<file path="config.mk">
export PLATFORM = sky130hd
export DESIGN_NAME = wake_reset_power_status
export DESIGN_NICKNAME = d
export VERILOG_FILES = /design/src/core/power_status_pkg.sv /design/src/core/wake_reset_power_status.sv
export SDC_FILE = /design/constraint.sdc
export NUM_CORES = 1
export LEC_CHECK = 0
export BUFFER_PORTS_ARGS = -buffer_cell sky130_fd_sc_hd__clkbuf_2
export CAP_MARGIN = 15
export CORE_ASPECT_RATIO = 1.75
export CORE_MARGIN = 1
export CORE_UTILIZATION = 40
export CTS_CLUSTER_SIZE = 30
export DETAILED_ROUTE_END_ITERATION = 10
export SYNTH_ARGS = -nofsm -noshare
export SYNTH_HDL_FRONTEND = slang
export SYNTH_SLANG_ARGS = --single-unit
</file>
<file path="constraint.sdc">
create_clock -name ref_clk -period 3.22 [get_ports ref_clk]
set_clock_uncertainty 0.2 [all_clocks]
set_input_delay 0.644 -clock ref_clk [delete_from_list [all_inputs] [get_ports ref_clk]]
set_output_delay 0.644 -clock ref_clk [all_outputs]
set_load 0.01 [all_outputs]
</file>
<file path="src/core/power_status_pkg.sv">
// Constants shared by the power status, wake and reset cause block
package power_status_pkg;

  // ----------------------------------------------------------------
  // Bus geometry
  // ----------------------------------------------------------------
  localparam int ADDR_W = 16;
  localparam int DATA_W = 32;
  localparam logic [1:0] RESP_OKAY   = 2'b00;
  localparam logic [1:0] RESP_SLVERR = 2'b10;

  // ----------------------------------------------------------------
  // Register indices (byte address is four times the index)
  // ----------------------------------------------------------------
  localparam logic [ADDR_W-1:0] SUPPLY_STATUS_IDX = 16'h00f9;
  localparam logic [ADDR_W-1:0] WAKE_DURATION_IDX = 16'h2880;
  localparam logic [ADDR_W-1:0] RESET_CAUSE_IDX   = 16'h28b0;
  localparam logic [ADDR_W-1:0] WAKE_SOURCE_IDX   = 16'h28b1;
  localparam logic [ADDR_W-1:0] WAKE_ARM_IDX      = 16'h28b2;
  localparam logic [ADDR_W-1:0] WD_RESTART_IDX    = 16'h28b4;
  localparam logic [ADDR_W-1:0] IRQ_STATUS_IDX    = 16'h2900;
  localparam logic [ADDR_W-1:0] IRQ_MASK_IDX      = 16'h2901;
  localparam logic [ADDR_W-1:0] WAKE_ENABLE_IDX   = 16'h2902;

  // ----------------------------------------------------------------
  // Field positions
  // ----------------------------------------------------------------
  localparam int WAKE_ARM_BIT   = 5;
  localparam int WD_RESTART_BIT = 7;
  localparam int CAUSE_LSB      = 2;
  localparam int WF_TIMER       = 5;
  localparam int WF_RECEIVE     = 4;
  localparam int WF_BUTTON      = 3;
  localparam int WF_PIN4        = 2;
  localparam int WF_PIN52       = 1;
  localparam int WF_PIN55       = 0;
  localparam int IRQ_W          = 6;
  localparam int IRQ_TIMER      = 0;
  localparam int IRQ_PIN        = 1;
  localparam int IRQ_BUTTON     = 2;
  localparam int IRQ_RECEIVE    = 3;
  localparam int IRQ_WATCHDOG   = 4;
  localparam int IRQ_SUPPLY     = 5;

  // ----------------------------------------------------------------
  // Supply status codes and reset values
  // ----------------------------------------------------------------
  localparam logic [2:0] SUP_MAIN_OK   = 3'h0;
  localparam logic [2:0] SUP_MAIN_LOW  = 3'h1;
  localparam logic [2:0] SUP_BAT_OK    = 3'h2;
  localparam logic [2:0] SUP_BAT_LOW   = 3'h3;
  localparam logic [2:0] SUP_BAT_FAIL  = 3'h5;
  localparam logic [7:0] DURATION_RST  = 8'h00;
  localparam logic [5:0] FLAGS_RST     = 6'h00;

  // ----------------------------------------------------------------
  // Timing
  // ----------------------------------------------------------------
  localparam int CLK_PERIOD_NS   = 40;
  localparam int SECOND_NS       = 1000000000;
  localparam int CYCLES_PER_SEC  = SECOND_NS / CLK_PERIOD_NS;
  localparam int DEBOUNCE_NS     = 160;
  localparam int DEBOUNCE_CYCLES = (DEBOUNCE_NS + CLK_PERIOD_NS - 1) / CLK_PERIOD_NS;
  localparam int WDT_SECONDS     = 2;

endpackage : power_status_pkg

</file>
<file path="src/core/wake_reset_power_status.sv">
// Supply status, wake timer, wake flags, reset cause and watchdog restart
//
// Added by the designer: the AXI4-Lite register port.
`timescale 1ns/1ps
`default_nettype none

module wake_reset_power_status #(
  parameter int TICK_CYCLES = power_status_pkg::CYCLES_PER_SEC,
  parameter int DEB_CYCLES  = power_status_pkg::DEBOUNCE_CYCLES,
  parameter int WDT_SECS    = power_status_pkg::WDT_SECONDS
) (
  input  wire logic                              ref_clk,
  input  wire logic                              nrst,
  input  wire logic [power_status_pkg::ADDR_W-1:0] s_axi_awaddr,
  input  wire logic                              s_axi_awvalid,
  output logic                                   s_axi_awready,
  input  wire logic [power_status_pkg::DATA_W-1:0] s_axi_wdata,
  input  wire logic [3:0]                        s_axi_wstrb,
  input  wire logic                              s_axi_wvalid,
  output logic                                   s_axi_wready,
  output logic [1:0]                             s_axi_bresp,
  output logic                                   s_axi_bvalid,
  input  wire logic                              s_axi_bready,
  input  wire logic [power_status_pkg::ADDR_W-1:0] s_axi_araddr,
  input  wire logic                              s_axi_arvalid,
  output logic                                   s_axi_arready,
  output logic [power_status_pkg::DATA_W-1:0]    s_axi_rdata,
  output logic [1:0]                             s_axi_rresp,
  output logic                                   s_axi_rvalid,
  input  wire logic                              s_axi_rready,
  input  wire logic                              analog_supply_good,
  input  wire logic                              system_supply_good,
  input  wire logic                              digital_supply_good,
  input  wire logic                              digital_supply_above_two,
  input  wire logic                              supply_trim_fuse,
  input  wire logic                              general_pin_4,
  input  wire logic                              general_pin_52,
  input  wire logic                              general_pin_55,
  input  wire logic                              pushbutton_input,
  input  wire logic                              receive_line,
  input  wire logic [5:0]                        reset_cause_in,
  input  wire logic                              sleep_request,
  input  wire logic                              display_only_request,
  output logic [2:0]                             supply_status_code,
  output logic                                   flash_write_inhibit,
  output logic                                   fast_pll_clear,
  output logic                                   wake_event,
  output logic                                   watchdog_restart_pulse,
  output logic                                   watchdog_overflow,
  output logic                                   irq
);
  import power_status_pkg::*;

  // ----------------------------------------------------------------
  // Parameter checks
  // ----------------------------------------------------------------
  if (TICK_CYCLES < 2 || DEB_CYCLES < 1 || DEB_CYCLES > 255 || WDT_SECS < 1 || WDT_SECS > 255)
  begin : g_param_check
    $error("wake_reset_power_status: unsupported parameter");
  end

  // Word index of a byte address
  function automatic logic [ADDR_W-1:0] word_idx(input logic [ADDR_W-1:0] a);
    word_idx = {2'b00, a[ADDR_W-1:2]};
  endfunction : word_idx

  // Address maps onto a register
  function automatic logic mapped(input logic [ADDR_W-1:0] i);
    mapped = (i == SUPPLY_STATUS_IDX) || (i == WAKE_DURATION_IDX) || (i == RESET_CAUSE_IDX)
          || (i == WAKE_SOURCE_IDX) || (i == WAKE_ARM_IDX) || (i == WD_RESTART_IDX)
          || (i == IRQ_STATUS_IDX) || (i == IRQ_MASK_IDX) || (i == WAKE_ENABLE_IDX);
  endfunction : mapped

  // ----------------------------------------------------------------
  // Input synchronisers
  // ----------------------------------------------------------------
  logic [15:0] meta_reg;
  logic [15:0] sync_reg;
  logic [15:0] raw_in;

  assign raw_in = {reset_cause_in, receive_line, pushbutton_input, general_pin_4,
                   general_pin_52, general_pin_55, supply_trim_fuse, digital_supply_above_two,
                   digital_supply_good, system_supply_good, analog_supply_good};

  // Two flip-flops on every pin input
  always_ff @(posedge ref_clk or negedge nrst)
  begin
    if (!nrst)
    begin
      meta_reg <= 16'h0200;  // Receive line idles high
      sync_reg <= 16'h0200;
    end
    else
    begin
      meta_reg <= raw_in;
      sync_reg <= meta_reg;
    end
  end

  logic       a_ok, s_ok, d_ok, d_gt2, fuse_s;
  logic [2:0] pin_s;
  logic       button_s, rx_s;
  logic [5:0] cause_s;

  assign {cause_s, rx_s, button_s, pin_s, fuse_s, d_gt2, d_ok, s_ok, a_ok} = sync_reg;

  // ----------------------------------------------------------------
  // Register state
  // ----------------------------------------------------------------
  logic [7:0]       duration_reg;
  logic             arm_reg;
  logic [5:0]       wake_flags_reg;
  logic [5:0]       cause_reg;
  logic [1:0]       cause_wait_reg;
  logic [IRQ_W-1:0] irq_status_reg;
  logic [IRQ_W-1:0] irq_mask_reg;
  logic [2:0]       wake_enable_reg;
  logic [2:0]       supply_reg;

  // ----------------------------------------------------------------
  // Supply status decode
  // ----------------------------------------------------------------
  logic [2:0] supply_next;
  logic       sup_valid;

  // Synced supply inputs are trusted from the third edge after reset
  assign sup_valid = cause_wait_reg[1];

  always_comb
  begin
    if (a_ok && s_ok)
      supply_next = SUP_MAIN_OK;
    else if (s_ok)
      supply_next = SUP_MAIN_LOW;
    else if (d_ok && d_gt2)
      supply_next = SUP_BAT_OK;
    else if (d_gt2)
      supply_next = SUP_BAT_LOW;
    else
      supply_next = SUP_BAT_FAIL;
  end

  // Registered code, flash inhibit and fast PLL clear strobe
  always_ff @(posedge ref_clk or negedge nrst)
  begin
    if (!nrst)
    begin
      supply_reg          <= SUP_MAIN_OK;
      flash_write_inhibit <= 1'b0;
      fast_pll_clear      <= 1'b0;
    end
    else if (sup_valid)
    begin
      supply_reg          <= supply_next;
      flash_write_inhibit <= (supply_next == SUP_BAT_LOW) || (supply_next == SUP_BAT_FAIL);
      fast_pll_clear      <= fuse_s && (supply_next == SUP_BAT_LOW) && (supply_reg != SUP_BAT_LOW);
    end
  end

  assign supply_status_code = supply_reg;

  // ----------------------------------------------------------------
  // One-hertz tick divider
  // ----------------------------------------------------------------
  logic [31:0] tick_cnt_reg;
  logic        tick;

  assign tick = (tick_cnt_reg == 32'(TICK_CYCLES - 1));

  always_ff @(posedge ref_clk or negedge nrst)
  begin
    if (!nrst)
      tick_cnt_reg <= 32'h0000_0000;
    else if (tick)
      tick_cnt_reg <= 32'h0000_0000;
    else
      tick_cnt_reg <= tick_cnt_reg + 32'h0000_0001;
  end

  // ----------------------------------------------------------------
  // AXI4-Lite write path
  // ----------------------------------------------------------------
  logic              aw_held_reg, w_held_reg;
  logic [ADDR_W-1:0] aw_addr_reg;
  logic [DATA_W-1:0] w_data_reg;
  logic [3:0]        w_strb_reg;
  logic              do_write;
  logic [ADDR_W-1:0] wr_idx;
  logic              wr_lo;

  assign s_axi_awready = !aw_held_reg && !s_axi_bvalid;
  assign s_axi_wready  = !w_held_reg && !s_axi_bvalid;
  assign do_write      = aw_held_reg && w_held_reg && !s_axi_bvalid;
  assign wr_idx        = word_idx(aw_addr_reg);
  assign wr_lo         = do_write && w_strb_reg[0];

  // Address and data taken in either order, answered once both are in
  always_ff @(posedge ref_clk or negedge nrst)
  begin
    if (!nrst)
    begin
      aw_held_reg  <= 1'b0;
      w_held_reg   <= 1'b0;
      aw_addr_reg  <= '0;
      w_data_reg   <= '0;
      w_strb_reg   <= 4'h0;
      s_axi_bvalid <= 1'b0;
      s_axi_bresp  <= RESP_OKAY;
    end
    else
    begin
      if (s_axi_awvalid && s_axi_awready)
      begin
        aw_held_reg <= 1'b1;
        aw_addr_reg <= s_axi_awaddr;
      end
      if (s_axi_wvalid && s_axi_wready)
      begin
        w_held_reg <= 1'b1;
        w_data_reg <= s_axi_wdata;
        w_strb_reg <= s_axi_wstrb;
      end
      if (do_write)
      begin
        aw_held_reg  <= 1'b0;
        w_held_reg   <= 1'b0;
        s_axi_bvalid <= 1'b1;
        s_axi_bresp  <= mapped(wr_idx) ? RESP_OKAY : RESP_SLVERR;
      end
      else if (s_axi_bvalid && s_axi_bready)
        s_axi_bvalid <= 1'b0;
    end
  end

  logic wr_duration, wr_arm, wr_restart, wr_flags, wr_status, wr_mask, wr_enable;

  assign wr_duration = wr_lo && (wr_idx == WAKE_DURATION_IDX);
  assign wr_arm      = wr_lo && (wr_idx == WAKE_ARM_IDX) && w_data_reg[WAKE_ARM_BIT];
  assign wr_restart  = wr_lo && (wr_idx == WD_RESTART_IDX) && w_data_reg[WD_RESTART_BIT];
  assign wr_flags    = wr_lo && (wr_idx == WAKE_SOURCE_IDX);
  assign wr_status   = wr_lo && (wr_idx == IRQ_STATUS_IDX);
  assign wr_mask     = wr_lo && (wr_idx == IRQ_MASK_IDX);
  assign wr_enable   = wr_lo && (wr_idx == WAKE_ENABLE_IDX);

  // Plain read/write control registers
  always_ff @(posedge ref_clk or negedge nrst)
  begin
    if (!nrst)
    begin
      duration_reg    <= DURATION_RST;
      irq_mask_reg    <= '0;
      wake_enable_reg <= 3'h0;
    end
    else
    begin
      if (wr_duration)
        duration_reg <= w_data_reg[7:0];
      if (wr_mask)
        irq_mask_reg <= w_data_reg[IRQ_W-1:0];
      if (wr_enable)
        wake_enable_reg <= w_data_reg[2:0];
    end
  end

  // ----------------------------------------------------------------
  // Wake timer
  // ----------------------------------------------------------------
  logic [7:0] wake_cnt_reg;
  logic       asleep;
  logic       expire;

  assign asleep = sleep_request || display_only_request;
  assign expire = arm_reg && asleep && tick && (wake_cnt_reg == 8'h00);

  // Arming loads the duration; ticks count down while asleep
  always_ff @(posedge ref_clk or negedge nrst)
  begin
    if (!nrst)
    begin
      arm_reg      <= 1'b0;
      wake_cnt_reg <= 8'h00;
      wake_event   <= 1'b0;
    end
    else
    begin
      wake_event <= expire;
      if (wr_arm)
      begin
        arm_reg      <= 1'b1;
        wake_cnt_reg <= duration_reg;
      end
      else if (expire)
        arm_reg <= 1'b0;
      else if (arm_reg && asleep && tick)
        wake_cnt_reg <= wake_cnt_reg - 8'h01;
    end
  end

  // ----------------------------------------------------------------
  // Watchdog restart and overflow
  // ----------------------------------------------------------------
  logic [7:0] wd_cnt_reg;
  logic       wd_over;

  assign wd_over = tick && (wd_cnt_reg == 8'(WDT_SECS - 1));

  always_ff @(posedge ref_clk or negedge nrst)
  begin
    if (!nrst)
    begin
      wd_cnt_reg             <= 8'h00;
      watchdog_restart_pulse <= 1'b0;
      watchdog_overflow      <= 1'b0;
    end
    else
    begin
      watchdog_restart_pulse <= wr_restart;
      watchdog_overflow      <= wd_over && !wr_restart;
      if (wr_restart || wd_over)
        wd_cnt_reg <= 8'h00;
      else if (tick)
        wd_cnt_reg <= wd_cnt_reg + 8'h01;
    end
  end

  // ----------------------------------------------------------------
  // Pin debounce and edge detect
  // ----------------------------------------------------------------
  logic [7:0] deb_cnt_reg [3];
  logic [2:0] deb_reg;
  logic [2:0] deb_prev_reg;
  logic [2:0] pin_rise;

  // Debounced level follows the pin after it stays steady
  always_ff @(posedge ref_clk or negedge nrst)
  begin
    if (!nrst)
    begin
      for (int i = 0; i < 3; i++)
        deb_cnt_reg[i] <= 8'h00;
      deb_reg      <= 3'h0;
      deb_prev_reg <= 3'h0;
    end
    else
    begin
      deb_prev_reg <= deb_reg;
      for (int i = 0; i < 3; i++)
      begin
        if (pin_s[i] == deb_reg[i])
          deb_cnt_reg[i] <= 8'h00;
        else if (deb_cnt_reg[i] == 8'(DEB_CYCLES - 1))
        begin
          deb_reg[i]     <= pin_s[i];
          deb_cnt_reg[i] <= 8'h00;
        end
        else
          deb_cnt_reg[i] <= deb_cnt_reg[i] + 8'h01;
      end
    end
  end

  assign pin_rise = deb_reg & ~deb_prev_reg;

  // ----------------------------------------------------------------
  // Wake source flags
  // ----------------------------------------------------------------
  logic button_prev_reg, rx_prev_reg;
  logic button_wake, rx_wake;
  logic [5:0] wake_set;

  assign button_wake = asleep && button_s && !button_prev_reg;
  assign rx_wake     = asleep && !rx_s && rx_prev_reg;  // start bit falls
  assign wake_set    = {expire, rx_wake, button_wake, pin_rise & wake_enable_reg};

  // Sticky flags, a set outweighs a clear in the same cycle
  always_ff @(posedge ref_clk or negedge nrst)
  begin
    if (!nrst)
    begin
      wake_flags_reg  <= FLAGS_RST;
      button_prev_reg <= 1'b0;
      rx_prev_reg     <= 1'b1;
    end
    else
    begin
      button_prev_reg <= button_s;
      rx_prev_reg     <= rx_s;
      wake_flags_reg  <= ((wake_flags_reg & ~(wr_flags ? w_data_reg[5:0] : 6'h00)) | wake_set)
                         & {3'h7, wake_enable_reg};
    end
  end

  // ----------------------------------------------------------------
  // Reset cause capture
  // ----------------------------------------------------------------
  always_ff @(posedge ref_clk or negedge nrst)
  begin
    if (!nrst)
    begin
      cause_wait_reg <= 2'h0;
      cause_reg      <= 6'h00;
    end
    else if (cause_wait_reg != 2'h3)
    begin
      cause_wait_reg <= cause_wait_reg + 2'h1;
      if (cause_wait_reg == 2'h2)
        cause_reg <= cause_s;
    end
  end

  // ----------------------------------------------------------------
  // Interrupt status and output
  // ----------------------------------------------------------------
  logic [IRQ_W-1:0] irq_set;

  assign irq_set = {sup_valid && (supply_next != supply_reg), wd_over, rx_wake, button_wake,
                    |(pin_rise & wake_enable_reg), expire};

  always_ff @(posedge ref_clk or negedge nrst)
  begin
    if (!nrst)
    begin
      irq_status_reg <= '0;
      irq            <= 1'b0;
    end
    else
    begin
      irq_status_reg <= (irq_status_reg & ~(wr_status ? w_data_reg[IRQ_W-1:0] : '0)) | irq_set;
      irq            <= |(irq_status_reg & irq_mask_reg);
    end
  end

  // ----------------------------------------------------------------
  // AXI4-Lite read path
  // ----------------------------------------------------------------
  logic [ADDR_W-1:0] rd_idx;
  logic [DATA_W-1:0] rd_word;

  assign rd_idx        = word_idx(s_axi_araddr);
  assign s_axi_arready = !s_axi_rvalid;

  always_comb
  begin
    rd_word = '0;
    case (rd_idx)
      SUPPLY_STATUS_IDX: rd_word[2:0] = supply_reg;
      WAKE_DURATION_IDX: rd_word[7:0] = duration_reg;
      RESET_CAUSE_IDX:   rd_word[CAUSE_LSB +: 6] = cause_reg;
      WAKE_SOURCE_IDX:   rd_word[5:0] = wake_flags_reg;
      WAKE_ARM_IDX:      rd_word[WAKE_ARM_BIT] = arm_reg;
      IRQ_STATUS_IDX:    rd_word[IRQ_W-1:0] = irq_status_reg;
      IRQ_MASK_IDX:      rd_word[IRQ_W-1:0] = irq_mask_reg;
      WAKE_ENABLE_IDX:   rd_word[2:0] = wake_enable_reg;
      default:           rd_word = '0;
    endcase
  end

  // One read in flight, answered the cycle after address acceptance
  always_ff @(posedge ref_clk or negedge nrst)
  begin
    if (!nrst)
    begin
      s_axi_rvalid <= 1'b0;
      s_axi_rdata  <= '0;
      s_axi_rresp  <= RESP_OKAY;
    end
    else if (s_axi_arvalid && s_axi_arready)
    begin
      s_axi_rvalid <= 1'b1;
      s_axi_rdata  <= rd_word;
      s_axi_rresp  <= mapped(rd_idx) ? RESP_OKAY : RESP_SLVERR;
    end
    else if (s_axi_rvalid && s_axi_rready)
      s_axi_rvalid <= 1'b0;
  end

endmodule : wake_reset_power_status

`default_nettype wire

</file>
-- Word level (Yosys, flattened, before mapping)
Cells that the tools add are included.
- register bits after elaboration: 200
- output and inout bits: 50
- word-level logic and storage cells: 202
- $add $sub $neg: 7
- equal/unequal tests: 33
- multiplexer cells: 35
- bitwise operators: 14
- reductions and logical operators: 74
- operators by type and width (kind ; count):
    14-bit equality test, second input constant ; 16
    8-bit two-way mux ; 11
    1-bit logical AND ; 33
    32-bit by 1-bit adder with 32-bit output, second input constant ; 1
    8-bit by 1-bit adder with 8-bit output, second input constant ; 4
    32-bit by 25-bit equality test with 1-bit output, second input constant ; 1
    32-bit two-way mux ; 1
    14-bit by 8-bit equality test with 1-bit output, second input constant ; 2
    6-bit bitwise AND ; 4
    8-bit by 2-bit equality test with 1-bit output, second input constant ; 3
    1-bit logical OR ; 19
    2-bit nonzero test ; 7
    3-bit two-way mux ; 4
    6-bit two-way mux ; 2
    6-bit inverter ; 2
    6-bit OR ; 2
    2-bit case mux with 6 select lines ; 1
    1-bit two-way mux ; 10
    2-bit case mux with 5 select lines ; 1
    2-bit AND reduction ; 5
    8-bit by 1-bit equality test with 1-bit output, second input constant ; 1
    8-bit zero test ; 1
    8-bit by 1-bit subtractor with 8-bit output, second input constant ; 1
    1-bit zero test ; 7
    other kinds (17) ; 24

-- Depth between registers and ports, before layout
- depth after elaboration: 10
- mapped depth: 7
- gate-level depth less buffers: 7

-- Least setup slack after synthesis
OpenSTA, ideal clock, no wires.
- path type: input-to-reg
- start: input s_axi_araddr[11] (netlist name)
- end: register s_axi_rdata[2] (netlist name)
- arrival time: 2.385 ns
- data required time: 2.955 ns
- setup slack: 0.570 ns
- cell stages on the path: 6
- path buffers: 1
- cell sequence: or4b_2 > clkbuf_1 > nor4_2 > a22oi_1 > nand3_1 > o221a_2
- cells in the longest elaborated chain, start to end: 2
- elaborated cells on any way between the ends: 8
- those cells by class: eq/ne: 7; mux: 1
- RTL lines (element ; RTL line ; text):
    start, declared ; wake_reset_power_status.sv:24 ; input wire logic [power_status_pkg::ADDR_W-1:0] s_axi_araddr,
    14-bit equality test / 14-bit by 8-bit equality test with 1-bit output (equally long branches) ; wake_reset_power_status.sv:445 ; case (rd_idx)
    1-bit case mux with 7 select lines * ; wake_reset_power_status.sv:445 ;
    end signal, assigned ; wake_reset_power_status.sv:470 ; s_axi_rdata <= rd_word;
    end, declared ; wake_reset_power_status.sv:27 ; output logic [power_status_pkg::DATA_W-1:0] s_axi_rdata,
Mark *: on every way between the ends. The rest lies on a longest branch, timed or not.
A chain may end at the register's enable or synchronous reset.

-- Final worst setup path
- start: register aw_addr_reg[5]
- end: register wake_enable_reg[1]
- cells in the longest elaborated chain, start to end: 2
- RTL lines (element ; RTL line ; text):
    start, declared ; wake_reset_power_status.sv:184 ; logic [ADDR_W-1:0] aw_addr_reg;
    start signal, assigned ; wake_reset_power_status.sv:215 ; aw_addr_reg <= s_axi_awaddr;
    14-bit equality test ; wake_reset_power_status.sv:243 ; assign wr_enable = wr_lo && (wr_idx == WAKE_ENABLE_IDX);
    1-bit logical AND ; wake_reset_power_status.sv:243 ;
    end signal, assigned ; wake_reset_power_status.sv:261 ; wake_enable_reg <= w_data_reg[2:0];
    end, declared ; wake_reset_power_status.sv:117 ; logic [2:0] wake_enable_reg;
Every way passes these cells.

==> summary.txt <==
Die Span X -> 114 um
Die Y -> 199 um
final worst slack -> 0.459 ns
Fin. Hold Viols -> 0
Mapped Area -> 8850 sq um
worst slew pin tran -> 0.716 ns
Hold Buf Count CTS -> 0
Slew headroom -> 51.9%
die area -> 22800 sq um
post-CTS resize count -> 0
DR iter-0 viols -> 321
WS Path Type -> flip-flop to flip-flop
dpl ws -> 0.404 ns
worst IR drop on VDD -> 0.422 mV
# fillers -> 2014
CTS max path bufs -> 2
clock latency on the worst-skew pair -> 0.44 ns
initial cell density of the core -> 41.0%
vias per cell -> 5.20
final RePlAce weighted congestion -> 0.847
final WL -> 19500 um
worst hold margin -> 0.0194 ns
Yosys top cell area share -> 54.5%
Synth Instances -> 790
sw power -> 1.68 mW
post-route minimum period -> 2.76 ns
final setup violating endpoints -> 0
Top FF cell, synth -> dfrtp_1
drt wl/cell -> 16.4 um
Reg power frac -> 47.6%
DP Area -> 9610 sq um
ANT cells -> 0
Synth-to-Final Area Change -> 16.3%
clock share of power -> 39.0%
Hold WC Path Type -> input port to asynchronous set/reset pin
crit path capture type -> flip-flop
most frequent cell after synthesis -> dfrtp_1
clk root buf -> clkbuf_16
sw frac -> 26.3%
Reg area -> 4910 sq um
port bufs -> 85
outcome -> completed
vias -> 6202
CTS tree -> built
Combinational Power Share -> 13.4%
# rows -> 71
TNS Setup -> 0 ns
Sink Count -> 196
DP HPWL -> 14700 um
global-route wire length before repair -> 31400 um
fmax -> 0.362 GHz
initial antenna violation count -> 0
cell taking the most area after synthesis -> dfrtp_1
main area contributors after synthesis -> dfrtp_1 (55%), mux2_2 (6.5%), xnor2_1 (3.7%)
fraction of layout cells with a size suffix above 1 -> 22.2%
Worst-path clk slew -> 0.07 ns
asr flop ratio synth -> 100%
largest net degree at the start of global routing -> 79
Post-synth top cells -> dfrtp_1 (193), nor2_1 (68), mux2_2 (51), nand2_1 (51), nand3_1 (46)
Post-synth EDFFs -> 0
core area -> 21600 sq um
DRC viols -> 0
Inserted Clock Buffers -> 17
NumNets Final -> 991
flop2flop setup slack -> 0.46 ns
vias in the first global route -> 6200
Max Slew Vio Count -> 0
critical path fanouts, max -> 7
Seq/Total Area, Yosys -> 55.4%
LEAKAGE -> 4.54 nW
Critical Path RT -> 3.34 ns
post-route ant nets -> 0
H-Tree Depth -> 4
WP data arrival -> 2.89 ns
First-pass DRT Iterations -> 5
grt total ovfl -> 0
Synth cell types -> 61
Largest register FFs -> 32
number of I/O pins -> 143
Avg Inst Size Synth -> 11.2 sq um
RSZ-0062 raised after global routing -> no
Critical Path Start Type -> flip-flop
area of the multi-input gates -> 3710 sq um
Max Cap Violations -> 0
Non-Filler Cell Area, Final -> 10300 sq um
Seq cells post-synth -> 196
Final period util -> 85.8%
Int Pwr -> 4.71 mW
Synth warnings -> 0
Power Density -> 620 nW/um^2
postcts setup bufs -> 0
overall routing resource usage -> 18.3%
==> cells by family after synthesis <==
| family | Yosys count | share of synthesized area [%] |
|---|---|---|
| other cells | 1 | 0.0424 |
| fa+ha+maj | 10 | 1.38 |
| flops | 196 | 55.4 |
| mux | 58 | 7.28 |
| simple gates | 315 | 19.8 |
| compound gates | 85 | 6.13 |
| buf+inv | 62 | 3.74 |
| xor+xnor | 63 | 6.23 |
==> worst paths after layout <==
check / startpoint / endpoint / cells after the start
worst max-delay path: aw_addr_reg[5] / wake_enable_reg[1] / 5
worst min-delay path: nrst / tick_cnt_reg[29] / 1
worst max register to register: aw_addr_reg[5] / wake_enable_reg[1] / 5
worst min register to register: meta_reg[3] / sync_reg[3] / 0
max in group asynchronous: nrst / deb_cnt_reg[15] / 2
min in group ref_clk: receive_line / meta_reg[9] / 1
==> worst max-delay path, cell delays in order (launching register included) <==
cell and delay, ns:
dfrtp_1 0.45, or4_1 0.53, or3_4 0.38, or3_4 0.42
nor3b_4 0.30, mux2_2 0.37
==> per-stage QoR <==
stage          utilization (%)  cells  total power [mW]
2_1_floorplan                -    815              3.63
3_3_place_gp              44.5   1162              3.94
3_5_place_dp              44.5   1162              3.96
4_1_cts                   47.7   1193              6.45
5_1_grt                   47.7   1193              6.67
6_report                  47.7   1193              6.38
==> final cells by class <==
type | instances | share of cell area [%]
Sequential cell | 196 | 47.7
Timing Repair Buffer | 100 | 5.43
Clock buffer | 18 | 4.26
Multi-Input combinational cell | 557 | 36.0
Inverter | 17 | 0.620
Tap cell | 292 | 3.55
Clock inverter | 13 | 2.47
==> layout by cell type (no fill, tap or decap), types with 7 or more instances in the layout <==
cell       netlist  layout
o21ai_0         38      38
nand3_1         46      46
and3_1          19      19
nand2b_1        12      12
dfrtp_1        193     193
xnor2_1         37      37
nand4_1         12      12
nor2_1          68      68
clkbuf_2         0      84
ha_1             9       9
or4_1            8       8
nor3_1          15      15
bufinv_16        0       7
buf_4           26      14
xor2_1          26      26
conb_1           1      26
inv_1           17      17
nor4_1          27      27
mux2_2          51      51
mux2i_1          7       7
a21oi_1          8       8
a22oi_1         10      10
nand2_1         51      51
clkbuf_16        0      17
==> power by group through the flow <==
stage                     registers (mW)  clock network [mW]  logic [mW]
after detailed placement            3.09                   0       0.871
after global placement              3.08                   0       0.856
after CTS                           3.04                2.54       0.874
after global routing                3.09                2.63       0.955
final                               3.04                2.49       0.854
after floorplan                     3.01                   0       0.624
==> routing by layer <==
layer	wire, um	vias up	global-route usage, %	share of wire (%)
met5	0	-	0	0
met4	476	0	7.60	2.4
met3	493	33	3.50	2.5
met2	11500	112	36.0	59
met1	7050	3098	18.2	36
li1	-	2959	-	-
Power figures use the tool's default switching activity.
